$ cat src/prgseq_pkg.sv
// constants shared by the program sequencer and its return stack
package prgseq_pkg;

  // ****************************************************************
  // widths
  // ****************************************************************
  localparam int unsigned PC_W     = 10;   // program counter, two pages of 512 words
  localparam int unsigned STK_W    = 12;   // width of one return stack level
  localparam int unsigned DATA_W   = 8;    // data register width
  localparam int unsigned FILE_W   = 5;    // file address field, 32-location window
  localparam int unsigned BANK_W   = 2;    // bank select bits above the window
  localparam int unsigned PTR_W    = FILE_W + BANK_W;
  localparam int unsigned MADDR_W  = FILE_W + BANK_W;

  // ****************************************************************
  // field positions and reset values
  // ****************************************************************
  localparam int unsigned PAGE_POS   = 9;   // counter bit fed by the page preselect bit
  localparam int unsigned STAT_PAGE  = 5;   // page preselect bit inside the status byte
  localparam logic [PC_W-1:0]   PC_RESET   = 10'h3FF;  // last word of the last page
  localparam logic [STK_W-1:0]  STK_RESET  = 12'h000;
  localparam logic [PTR_W-1:0]  PTR_RESET  = 7'h00;
  localparam logic              PAGE_RESET = 1'b0;
  localparam logic [DATA_W-1:0] DATA_ZERO  = 8'h00;

  // ****************************************************************
  // data register addresses owned or watched by the sequencer
  // ****************************************************************
  localparam logic [FILE_W-1:0] ADDR_INDIRECT = 5'h00;  // indirect_access_port
  localparam logic [FILE_W-1:0] ADDR_PCL      = 5'h02;  // pc_low_byte
  localparam logic [FILE_W-1:0] ADDR_STATUS   = 5'h03;
  localparam logic [FILE_W-1:0] ADDR_PTR      = 5'h04;  // indirect_pointer

  // source of read data returned two cycles after a request
  typedef enum logic [1:0] {
    PRGSEQ_SRC_MEM  = 2'b00,
    PRGSEQ_SRC_ZERO = 2'b01,
    PRGSEQ_SRC_PCL  = 2'b10,
    PRGSEQ_SRC_PTR  = 2'b11
  } prgseq_src_t;

endpackage

$ cat src/prgseq_top.sv
// program counter, paging, return stack and indirect data addressing
//
// What this block does
// - counter increments each cycle unless loaded
// - jump loads counter bits 8:0 from instruction
// - counter low byte readable and writable as register
// - status bit 5 supplies counter bit 9
// - call or low-byte write clears bit 8
// - reset puts counter at last memory word
// - counter wraps to zero after reset instruction
// - reset clears the page preselect bit
// - return stack has two 12-bit levels
// - call shifts level one down, pushes return
// - deeper calls silently drop oldest addresses
// - return pops level one, copies level two up
// - extra returns keep repeating level two address
// - return loads working register with literal
// - no flag for stack overflow or underflow
// - indirect port accesses register pointer selects
// - indirect read of the port yields zero
// - indirect write to the port stores nothing
// - pointer low five bits address, upper bits bank
// - page bit set means upper page
`timescale 1ns/1ps
`default_nettype none
module prgseq_top (
  input  wire logic                           CLK_I,
  input  wire logic                           RST_N_I,
  input  wire logic                           JUMP_I,
  input  wire logic                           CALL_I,
  input  wire logic                           RET_I,
  input  wire logic [8:0]                     BR_ADDR_I,
  input  wire logic [prgseq_pkg::DATA_W-1:0]  RET_LIT_I,
  input  wire logic                           RF_RD_I,
  input  wire logic                           RF_WR_I,
  input  wire logic [prgseq_pkg::FILE_W-1:0]  RF_ADDR_I,
  input  wire logic [prgseq_pkg::DATA_W-1:0]  RF_WDATA_I,
  input  wire logic [prgseq_pkg::DATA_W-1:0]  MEM_RDATA_I,
  output logic      [prgseq_pkg::PC_W-1:0]    PC_O,
  output logic                                PAGE_O,
  output logic      [prgseq_pkg::PTR_W-1:0]   PTR_O,
  output logic                                W_LOAD_O,
  output logic      [prgseq_pkg::DATA_W-1:0]  W_DATA_O,
  output logic                                MEM_RD_O,
  output logic                                MEM_WR_O,
  output logic      [prgseq_pkg::MADDR_W-1:0] MEM_ADDR_O,
  output logic      [prgseq_pkg::DATA_W-1:0]  MEM_WDATA_O,
  output logic                                RD_VALID_O,
  output logic      [prgseq_pkg::DATA_W-1:0]  RD_DATA_O
);

  // ****************************************************************
  // declarations
  // ****************************************************************
  logic [prgseq_pkg::PC_W-1:0]    pc_ff;
  logic [prgseq_pkg::PC_W-1:0]    nxt_pc;
  logic                           page_ff;
  logic [prgseq_pkg::PTR_W-1:0]   ptr_ff;
  logic                           wload_ff;
  logic [prgseq_pkg::DATA_W-1:0]  wdata_ff;
  logic                           mem_rd_ff;
  logic                           mem_wr_ff;
  logic [prgseq_pkg::MADDR_W-1:0] mem_addr_ff;
  logic [prgseq_pkg::DATA_W-1:0]  mem_wdata_ff;
  logic                           rd_pend_ff;
  prgseq_pkg::prgseq_src_t        rd_src_ff;
  logic [prgseq_pkg::DATA_W-1:0]  pcl_snap_ff;
  logic                           rd_valid_ff;
  logic [prgseq_pkg::DATA_W-1:0]  rd_data_ff;
  logic [prgseq_pkg::STK_W-1:0]   stk_top;
  logic [prgseq_pkg::STK_W-1:0]   stk_lvl2;
  logic [prgseq_pkg::STK_W-1:0]   ret_addr;
  logic                           indirect;
  logic                           null_acc;
  logic [prgseq_pkg::FILE_W-1:0]  eff_file;
  logic [prgseq_pkg::MADDR_W-1:0] eff_addr;
  logic                           pcl_wr;
  logic                           ptr_wr;
  logic                           stat_wr;
  logic                           local_acc;

  // ****************************************************************
  // address resolution for the data register access
  // ****************************************************************
  // the indirect port has no storage: its address is swapped for the pointer
  assign indirect = (RF_ADDR_I == prgseq_pkg::ADDR_INDIRECT);
  assign eff_file = indirect ? ptr_ff[prgseq_pkg::FILE_W-1:0] : RF_ADDR_I;
  assign null_acc = indirect && (eff_file == prgseq_pkg::ADDR_INDIRECT);
  // bank bits only steer indirect accesses; direct ones stay in bank zero
  assign eff_addr = indirect ? {ptr_ff[prgseq_pkg::PTR_W-1:prgseq_pkg::FILE_W], eff_file}
                             : {{prgseq_pkg::BANK_W{1'b0}}, eff_file};
  assign pcl_wr   = RF_WR_I && !null_acc && (eff_file == prgseq_pkg::ADDR_PCL);
  assign ptr_wr   = RF_WR_I && !null_acc && (eff_file == prgseq_pkg::ADDR_PTR);
  assign stat_wr  = RF_WR_I && !null_acc && (eff_file == prgseq_pkg::ADDR_STATUS);
  assign local_acc = null_acc || (eff_file == prgseq_pkg::ADDR_PCL)
                     || (eff_file == prgseq_pkg::ADDR_PTR);

  // ****************************************************************
  // program counter
  // ****************************************************************
  assign ret_addr = {{(prgseq_pkg::STK_W - prgseq_pkg::PC_W){1'b0}}, pc_ff + 10'h001};

  // priority return, call, jump, low-byte write, increment; the decoder
  // issues one at a time, the order only settles illegal overlaps
  always_comb begin
    if (RET_I) begin
      nxt_pc = stk_top[prgseq_pkg::PC_W-1:0];
    end else if (CALL_I) begin
      nxt_pc = {page_ff, 1'b0, BR_ADDR_I[7:0]};
    end else if (JUMP_I) begin
      nxt_pc = {page_ff, BR_ADDR_I[8:0]};
    end else if (pcl_wr) begin
      nxt_pc = {page_ff, 1'b0, RF_WDATA_I};
    end else begin
      nxt_pc = pc_ff + 10'h001;
    end
  end

  // reset points at the calibration word; the next increment wraps to zero
  always_ff @(posedge CLK_I) begin
    if (!RST_N_I) begin
      pc_ff <= prgseq_pkg::PC_RESET;
    end else begin
      pc_ff <= nxt_pc;
    end
  end

  // page preselect follows writes of status bit 5, cleared by reset
  always_ff @(posedge CLK_I) begin
    if (!RST_N_I) begin
      page_ff <= prgseq_pkg::PAGE_RESET;
    end else if (stat_wr) begin
      page_ff <= RF_WDATA_I[prgseq_pkg::STAT_PAGE];
    end
  end

  // ****************************************************************
  // return stack
  // ****************************************************************
  // stack has no fullness tracking at all, so nothing can flag over/underflow
  prgseq_stack u_stack (
    .clk_i       (CLK_I),
    .rst_n_i     (RST_N_I),
    .push_i      (CALL_I),
    .pop_i       (RET_I),
    .push_data_i (ret_addr),
    .top_o       (stk_top),
    .lvl2_o      (stk_lvl2)
  );

  // literal of the return goes to the working register one cycle later
  always_ff @(posedge CLK_I) begin
    if (!RST_N_I) begin
      wload_ff <= 1'b0;
      wdata_ff <= prgseq_pkg::DATA_ZERO;
    end else begin
      wload_ff <= RET_I;
      wdata_ff <= RET_I ? RET_LIT_I : wdata_ff;
    end
  end

  // ****************************************************************
  // indirect pointer and data register file access
  // ****************************************************************
  always_ff @(posedge CLK_I) begin
    if (!RST_N_I) begin
      ptr_ff <= prgseq_pkg::PTR_RESET;
    end else if (ptr_wr) begin
      ptr_ff <= RF_WDATA_I[prgseq_pkg::PTR_W-1:0];
    end
  end

  // stage one: forward non-local accesses to the register file
  always_ff @(posedge CLK_I) begin
    if (!RST_N_I) begin
      mem_rd_ff    <= 1'b0;
      mem_wr_ff    <= 1'b0;
      mem_addr_ff  <= {prgseq_pkg::MADDR_W{1'b0}};
      mem_wdata_ff <= prgseq_pkg::DATA_ZERO;
    end else begin
      mem_rd_ff    <= RF_RD_I && !local_acc;
      mem_wr_ff    <= RF_WR_I && !local_acc;
      mem_addr_ff  <= eff_addr;
      mem_wdata_ff <= RF_WDATA_I;
    end
  end

  // stage one: remember where read data must come from
  always_ff @(posedge CLK_I) begin
    if (!RST_N_I) begin
      rd_pend_ff  <= 1'b0;
      rd_src_ff   <= prgseq_pkg::PRGSEQ_SRC_MEM;
      pcl_snap_ff <= prgseq_pkg::DATA_ZERO;
    end else begin
      rd_pend_ff  <= RF_RD_I;
      pcl_snap_ff <= pc_ff[7:0];
      if (null_acc) begin
        rd_src_ff <= prgseq_pkg::PRGSEQ_SRC_ZERO;
      end else if (eff_file == prgseq_pkg::ADDR_PCL) begin
        rd_src_ff <= prgseq_pkg::PRGSEQ_SRC_PCL;
      end else if (eff_file == prgseq_pkg::ADDR_PTR) begin
        rd_src_ff <= prgseq_pkg::PRGSEQ_SRC_PTR;
      end else begin
        rd_src_ff <= prgseq_pkg::PRGSEQ_SRC_MEM;
      end
    end
  end

  // stage two: register the answer and hold it until the next one, so the
  // decoder may pick it up late; unused pointer bits read as one
  always_ff @(posedge CLK_I) begin
    if (!RST_N_I) begin
      rd_valid_ff <= 1'b0;
      rd_data_ff  <= prgseq_pkg::DATA_ZERO;
    end else begin
      rd_valid_ff <= rd_pend_ff;
      if (rd_pend_ff) begin
        case (rd_src_ff)
          prgseq_pkg::PRGSEQ_SRC_ZERO: begin
            rd_data_ff <= prgseq_pkg::DATA_ZERO;
          end
          prgseq_pkg::PRGSEQ_SRC_PCL: begin
            rd_data_ff <= pcl_snap_ff;
          end
          prgseq_pkg::PRGSEQ_SRC_PTR: begin
            rd_data_ff <= {{(prgseq_pkg::DATA_W - prgseq_pkg::PTR_W){1'b1}}, ptr_ff};
          end
          default: begin
            rd_data_ff <= MEM_RDATA_I;
          end
        endcase
      end
    end
  end

  // ****************************************************************
  // outputs
  // ****************************************************************
  assign PC_O        = pc_ff;
  assign PAGE_O      = page_ff;
  assign PTR_O       = ptr_ff;
  assign W_LOAD_O    = wload_ff;
  assign W_DATA_O    = wdata_ff;
  assign MEM_RD_O    = mem_rd_ff;
  assign MEM_WR_O    = mem_wr_ff;
  assign MEM_ADDR_O  = mem_addr_ff;
  assign MEM_WDATA_O = mem_wdata_ff;
  assign RD_VALID_O  = rd_valid_ff;
  assign RD_DATA_O   = rd_data_ff;

  logic no_load;
  assign no_load = !RET_I && !CALL_I && !JUMP_I && !pcl_wr;
endmodule
`default_nettype wire

$ cat src/prgseq_stack.sv
// two-level return address stack with registered top
`timescale 1ns/1ps
`default_nettype none
module prgseq_stack (
  input  wire logic                         clk_i,
  input  wire logic                         rst_n_i,
  input  wire logic                         push_i,
  input  wire logic                         pop_i,
  input  wire logic [prgseq_pkg::STK_W-1:0] push_data_i,
  output logic      [prgseq_pkg::STK_W-1:0] top_o,
  output logic      [prgseq_pkg::STK_W-1:0] lvl2_o
);

  logic [prgseq_pkg::STK_W-1:0] lvl1_ff;
  logic [prgseq_pkg::STK_W-1:0] lvl2_ff;

  // push shifts level one down and loses level two; pop copies level two up
  // but leaves it standing, so repeated pops keep returning the same address
  always_ff @(posedge clk_i) begin
    if (!rst_n_i) begin
      lvl1_ff <= prgseq_pkg::STK_RESET;
      lvl2_ff <= prgseq_pkg::STK_RESET;
    end else if (pop_i) begin
      lvl1_ff <= lvl2_ff;
    end else if (push_i) begin
      lvl2_ff <= lvl1_ff;
      lvl1_ff <= push_data_i;
    end
  end

  assign top_o  = lvl1_ff;
  assign lvl2_o = lvl2_ff;

endmodule
`default_nettype wire

$ cat config.mk
export PLATFORM = sky130hd
export DESIGN_NAME = prgseq_top
export DESIGN_NICKNAME = d
export VERILOG_FILES = /design/src/prgseq_pkg.sv /design/src/prgseq_top.sv /design/src/prgseq_stack.sv
export SDC_FILE = /design/constraint.sdc
export NUM_CORES = 1
export LEC_CHECK = 0
export ABC_AREA = 1
export BUFFER_PORTS_ARGS = -buffer_cell sky130_fd_sc_hd__buf_2
export CORE_UTILIZATION = 28
export DETAILED_ROUTE_END_ITERATION = 10
export PLACE_DENSITY = 0.45
export SETUP_SLACK_MARGIN = 0.05
export SYNTH_ARGS = -nofsm -noshare
export SYNTH_HDL_FRONTEND = slang
export SYNTH_SLANG_ARGS = --single-unit
$ cat constraint.sdc
create_clock -name CLK_I -period 4.65 [get_ports CLK_I]
set_input_delay 0.2325 -clock CLK_I [delete_from_list [all_inputs] [get_ports CLK_I]]
set_output_delay 0.2325 -clock CLK_I [all_outputs]
set_load 0.01 [all_outputs]
==> results of run 1 <==
-- power by group --
part | switching (mW) | internal (mW) | total, mW
Clock | 0.308 | 0.474 | 0.783
Combinational | 0.127 | 0.0795 | 0.207
Sequential | 0.0310 | 0.764 | 0.795
-- registers in the layout (all words and copies together), names as in the netlist, 2 cells and up --
name            count
W_DATA_O            8
PC_O               10
MEM_WDATA_O         8
u_stack.top_o      10
rd_src_ff           2
u_stack.lvl2_o     10
PTR_O               7
RD_DATA_O           8
MEM_ADDR_O          7
pcl_snap_ff         8
-- through the flow --
stage | utilization | hold WS (ns)
floorplan | - | 0.326
global placement | 0.342 | 0.422
detailed placement | 0.342 | 0.430
CTS | 0.368 | 0.0686
global route | 0.368 | 0.0753
finish | 0.368 | 0.0793
-- cells by family after synthesis --
group | Yosys count
compound gates | 89
flops | 84
fa+ha+maj | 1
simple gates | 189
buf+inv | 83
xor+xnor | 7
-- cells in the mapped netlist, types with 3 or more instances --
cell type / instances
clkbuf_1: 14
clkinv_1: 3
a21oi_2: 8
dfxtp_1: 84
nand4_1: 12
inv_1: 60
nor3_1: 4
nor2_1: 40
a21oi_1: 31
nor2_2: 3
a31oi_1: 14
nand3_1: 31
nand2_1: 70
xor2_1: 7
nand2_2: 9
o21ai_1: 4
o21ai_0: 27
or2_2: 3
nand3_2: 10
-- worst min-delay path: cells and delay by family --
family	cells	cell delay (ns)
simple gates	2	0.08
buf+inv	1	0.07
-- metal layers --
metal  global-route usage  part of all wire
met5                    0                 0
met4               0.0649             0.017
met3               0.0371             0.057
met2                0.248              0.45
met1                0.203              0.47
-- worst max path at each step --
stage | cells past startpoint | startpoint | to | slack (ns)
after floorplan | 9 | PC_O[0] | PC_O[8] | 3.04
after global placement | 5 | RET_I | u_stack.top_o[7] | 2.38
after detailed placement | 5 | RET_I | u_stack.top_o[5] | 2.27
after CTS | 9 | PTR_O[1] | PC_O[8] | 2.54
after global routing | 5 | RET_I | u_stack.top_o[9] | 2.38
final | 5 | RET_I | u_stack.top_o[5] | 2.54
-- area by class of cell --
type	count	area (sq um)
Clock buffer	9	225
Fill cell	1306	7680
Timing Repair Buffer	98	493
Clock inverter	7	98.8
Inverter	64	240
Sequential cell	84	1680
Multi-Input combinational cell	286	1530
Tap cell	168	210
==> results.sh, run 1 <==
export IMPL_status="finished clean"
export IMPL_synthAdderAreaFrac=0.00353
export IMPL_syn_area_sq_mm=0.00354
export IMPL_cts_resized=0
export IMPL_grt_pass1_vias=2965
export IMPL_antenna_cells=0
export IMPL_syn_inst=453
export IMPL_rows=40
export IMPL_die_width_um=114
export IMPL_start_kind="input pin"
export IMPL_dieArea_sq_mm=0.0131
export IMPL_finalHoldViolations=0
export IMPL_cts_hold_buf=0
export IMPL_leakage_nw=2.15
export IMPL_fin_crit_ns=2.11
export IMPL_power_density_mw_per_mm2=398
export IMPL_wl_per_cell_um=13.6
export IMPL_place_area_sq_mm=0.00416
export IMPL_fmax_mhz=474
export IMPL_finalPower_mw=1.78
export IMPL_synth_mux_area_frac=0
export IMPL_fin_skew_ns=0.00737
export IMPL_hold_end="W_DATA_O[7]"
export IMPL_final_cell_mix="buf_2, dfxtp_1, nand2_1"
export IMPL_clockBufferDepth=2
export IMPL_relSlewSlack=0.203
export IMPL_synth_xor_xnor_area_share=0.0173
export IMPL_period_share=0.454
export IMPL_reg2regPathDepth=9
export IMPL_root_buffer="clkbuf_16"
export IMPL_crit_path_max_incr_delay_ns=0.90
export IMPL_cts_tree="yes"
export IMPL_antenna_found_initial=0
export IMPL_ios=98
export IMPL_vias=3178
export IMPL_tightest_slew_ns=1.19
export IMPL_cts_num_sinks=84
export IMPL_grt_pass1_wl_um=15500
export IMPL_cp_end_kind="register"
export IMPL_maxSlewViolCount=0
export IMPL_cap_viol_max_count=0
export IMPL_viasPerCell=4.44
export IMPL_drtIter0Drc=163
export IMPL_drc=0
export IMPL_ys_seq_area_frac=0.475
export IMPL_synth_simple_area_share=0.268
export IMPL_r2r_end="PC_O[8]"
export IMPL_netlist_top_cells_area="dfxtp_1, nand2_1, inv_1"
export IMPL_design_area_sq_mm=0.00448
export IMPL_start_util=0.291
export IMPL_postRouteAntennaNets=0
export IMPL_ys_seq_elements=84
export IMPL_setup_slack_ns=2.54
export IMPL_ys_types=35
export IMPL_synth_flop_cell="dfxtp_1"
export IMPL_critPathTopFamily="simple AND/OR/NAND/NOR gates"
export IMPL_drt_total_wl_um=9710
export IMPL_place_ws_ns=2.27
export IMPL_dpl_cell_count=700
export IMPL_holdCritStartpoint="RET_LIT_I[7]"
export IMPL_core_sq_mm=0.0122
export IMPL_r2r_start="PTR_O[1]"
export IMPL_crit_type="input pin to register"
export IMPL_htreeDepth=3
export IMPL_cts_clk_slew_worst_paths_ns=0.07
export IMPL_critPathSlowestCell="nor2_1"
export IMPL_track_usage=0.156
export IMPL_numPortBuffers=97
export IMPL_synth_top_family_by_area="simple AND/OR/NAND/NOR gates"
export IMPL_grt_overflow=0
export IMPL_die_y_um=114
export IMPL_synth_compound_area_frac=0.143
export IMPL_arrival_ns=2.37
export IMPL_post_cts_setup_buffers=0
export IMPL_first_pass_iters=4
export IMPL_syn_area_per_cell_sq_um=7.82
export IMPL_syn_nets=499
export IMPL_grt_max_degree=59
export IMPL_peakVddDrop_mv=0.131
export IMPL_crit_chain="buf_2 -> nor2_1 -> inv_1 -> or2_2 -> a31oi_1"
export IMPL_critPathBufInv=2
export IMPL_place_gp_congestion=0.794
export IMPL_yosys_area_top_type="dfxtp_1"
export IMPL_rsz0062_at_grt="false"
export IMPL_clock_latency_ns=0.35
export IMPL_dpl_hpwl_um=7090
export IMPL_asyncSetResetFlopFracSynth=0
export IMPL_setup_tns_ns=0
export IMPL_area_growth_pct=26.5
export IMPL_cp_max_fo=18
export IMPL_fin_cells=716
export IMPL_finalNetCount=589
export IMPL_yosysWarnings=0
export IMPL_cp_required_ns=4.91
export IMPL_rrSetupSlack_ns=2.55
export IMPL_hold_path_class="input pin to register"
export IMPL_cts_buffers=9
export IMPL_hold_path_depth=3
export IMPL_final_common_cell="buf_2"
export IMPL_yosysTopAreaCellShare=0.475
export IMPL_drive_above_1_share=0.283
export IMPL_synth_enable_flop_cells=0
export IMPL_setup_violations=0
Power figures use the tool's default switching activity.
==> run 2: changes to the inputs <==
--- a/config.mk
+++ b/config.mk
@@ -9,7 +9,7 @@
 export BUFFER_PORTS_ARGS = -buffer_cell sky130_fd_sc_hd__buf_2
 export CORE_UTILIZATION = 28
 export DETAILED_ROUTE_END_ITERATION = 10
-export PLACE_DENSITY = 0.45
+export PLACE_DENSITY = 0.47
 export SETUP_SLACK_MARGIN = 0.05
 export SYNTH_ARGS = -nofsm -noshare
 export SYNTH_HDL_FRONTEND = slang
==> constraint.sdc (replaced) <==
create_clock -name CLK_I -period 1.8 [get_ports CLK_I]
set_input_delay 0.09 -clock CLK_I [delete_from_list [all_inputs] [get_ports CLK_I]]
set_output_delay 0.09 -clock CLK_I [all_outputs]
set_load 0.01 [all_outputs]
==> results.sh, run 2 (synthesis gave the netlist of run 1 again) <==
export IMPL_maxSlewViolCount=0
export IMPL_crit_type="register to register"
export IMPL_cp_max_fo=5
export IMPL_antenna_cells=0
export IMPL_rsz0062_at_grt="true"
export IMPL_hold_path_depth=3
export IMPL_met3_wirelength_um=465
export IMPL_cap_viol_max_count=0
export IMPL_final_cell_mix="buf_2, dfxtp_1, nand2_1"
export IMPL_place_gp_congestion=0.796
export IMPL_place_area_sq_mm=0.00427
export IMPL_cts_buffers=9
export IMPL_fin_skew_ns=0.00470
export IMPL_ios=98
export IMPL_setup_violations=0
export IMPL_grt_pass1_wl_um=15800
export IMPL_die_width_um=114
export IMPL_htreeDepth=3
export IMPL_design_area_sq_mm=0.00480
export IMPL_hold_end="MEM_WDATA_O[5]"
export IMPL_fmax_mhz=615
export IMPL_r2r_start="PC_O[1]"
export IMPL_peakVddDrop_mv=0.360
export IMPL_dpl_hpwl_um=7460
export IMPL_clock_latency_ns=0.34
export IMPL_root_buffer="clkbuf_16"
export IMPL_grt_pass1_vias=3124
export IMPL_cp_end_kind="register"
export IMPL_cts_num_sinks=84
export IMPL_holdCritStartpoint="RF_WDATA_I[5]"
export IMPL_drc=0
export IMPL_hold_path_class="input pin to register"
export IMPL_power_density_mw_per_mm2=966
export IMPL_rows=40
export IMPL_top_layer_used="met4"
export IMPL_reg2regPathDepth=9
export IMPL_viasPerCell=4.42
export IMPL_wl_met2_um=4540
export IMPL_wl_per_cell_um=13.5
export IMPL_fin_crit_ns=1.63
export IMPL_relSlewSlack=0.658
export IMPL_cp_required_ns=2.07
export IMPL_cts_clk_slew_worst_paths_ns=0.06
export IMPL_clockBufferDepth=2
export IMPL_first_pass_iters=4
export IMPL_setup_tns_ns=0
export IMPL_status="finished clean"
export IMPL_met1_length_um=4900
export IMPL_drive_above_1_share=0.303
export IMPL_tightest_slew_ns=0.512
export IMPL_final_common_cell="buf_2"
export IMPL_grt_max_degree=42
export IMPL_cts_tree="yes"
export IMPL_arrival_ns=1.90
export IMPL_leakage_nw=2.30
export IMPL_postRouteAntennaNets=0
export IMPL_core_sq_mm=0.0122
export IMPL_die_y_um=114
export IMPL_fin_cells=748
export IMPL_crit_chain="ha_1 -> nand3_1 -> nor3_2 -> buf_4 -> xor2_1 -> inv_1 -> nand2_2 -> nand3_2 -> a21oi_2"
export IMPL_critPathSlowestCell="dfxtp_2"
export IMPL_start_kind="register"
export IMPL_start_util=0.291
export IMPL_dieArea_sq_mm=0.0131
export IMPL_antenna_found_initial=0
export IMPL_finalNetCount=621
export IMPL_track_usage=0.159
export IMPL_r2r_end="PC_O[6]"
export IMPL_finalHoldViolations=0
export IMPL_vias=3309
export IMPL_numPortBuffers=97
export IMPL_dpl_cell_count=715
export IMPL_area_growth_pct=35.5
export IMPL_drt_total_wl_um=10100
export IMPL_grt_overflow=0
export IMPL_drtIter0Drc=162
export IMPL_crit_path_max_incr_delay_ns=0.38
export IMPL_period_share=0.903
export IMPL_rrSetupSlack_ns=0.17
export IMPL_cp_startpoint="PC_O[1]"
## run 2: repair_timing
action	4_1_cts	5_1_grt
hold buffers	16	0
endpoints found under the hold margin	16	0
buffers inserted	0	1
gates resized for setup	0	12
setup endpoints to repair	0	19
## run 2: area by class of cell
cell class | count | area [sq um]
multi-input cells | 286 | 1570
inverters | 64 | 240
repair buffers | 130 | 773
clock inverters | 5 | 75.1
flip-flops and latches | 84 | 1680
well taps | 168 | 210
fillers | 1289 | 7360
clock buffers | 11 | 243
## run 2: routing by layer
metal,up-vias,global-route usage
met5,-,0
met4,0,0.0641
met3,13,0.0386
met2,80,0.248
met1,1491,0.211
li1,1725,-
## run 2: worst max path at each step
stage | to | slack [ns] | depth (start not counted)
2_1_floorplan | PC_O[8] | 0.19 | 9
4_1_cts | PC_O[8] | 0.08 | 9
5_1_grt | PC_O[8] | 0.0005 | 9
3_3_place_gp | PTR_O[3] | 0.1 | 8
3_5_place_dp | PC_O[8] | 0.08 | 9
6_report | PC_O[6] | 0.17 | 9
## run 2: where the power goes
group / switching, mW / internal [mW]
Combinational: 0.358 / 0.254
Sequential: 0.0700 / 1.97
Clock: 0.733 / 1.25
## run 2: per-stage QoR
stage / hold WS [ns] / utilization / power (mW) / worst slack [ns]
6_report: 0.0223 / 0.394 / 4.64 / 0.174
3_3_place_gp: 0.281 / 0.351 / 2.66 / 0.0984
2_1_floorplan: 0.183 / - / 2.41 / 0.192
5_1_grt: 0.0356 / 0.394 / 4.86 / 0.000529
4_1_cts: 0.00589 / 0.390 / 4.69 / 0.0790
3_5_place_dp: 0.285 / 0.351 / 2.66 / 0.0829
## run 2: worst max-delay path: cells and delay by family (launching register included)
| kind | cells | cell delay [ns] |
|---|---|---|
| compound gates | 1 | 0.10 |
| simple gates | 4 | 0.49 |
| fa+ha+maj | 1 | 0.19 |
| buf+inv | 2 | 0.22 |
| xor+xnor | 1 | 0.18 |
| flops | 1 | 0.38 |
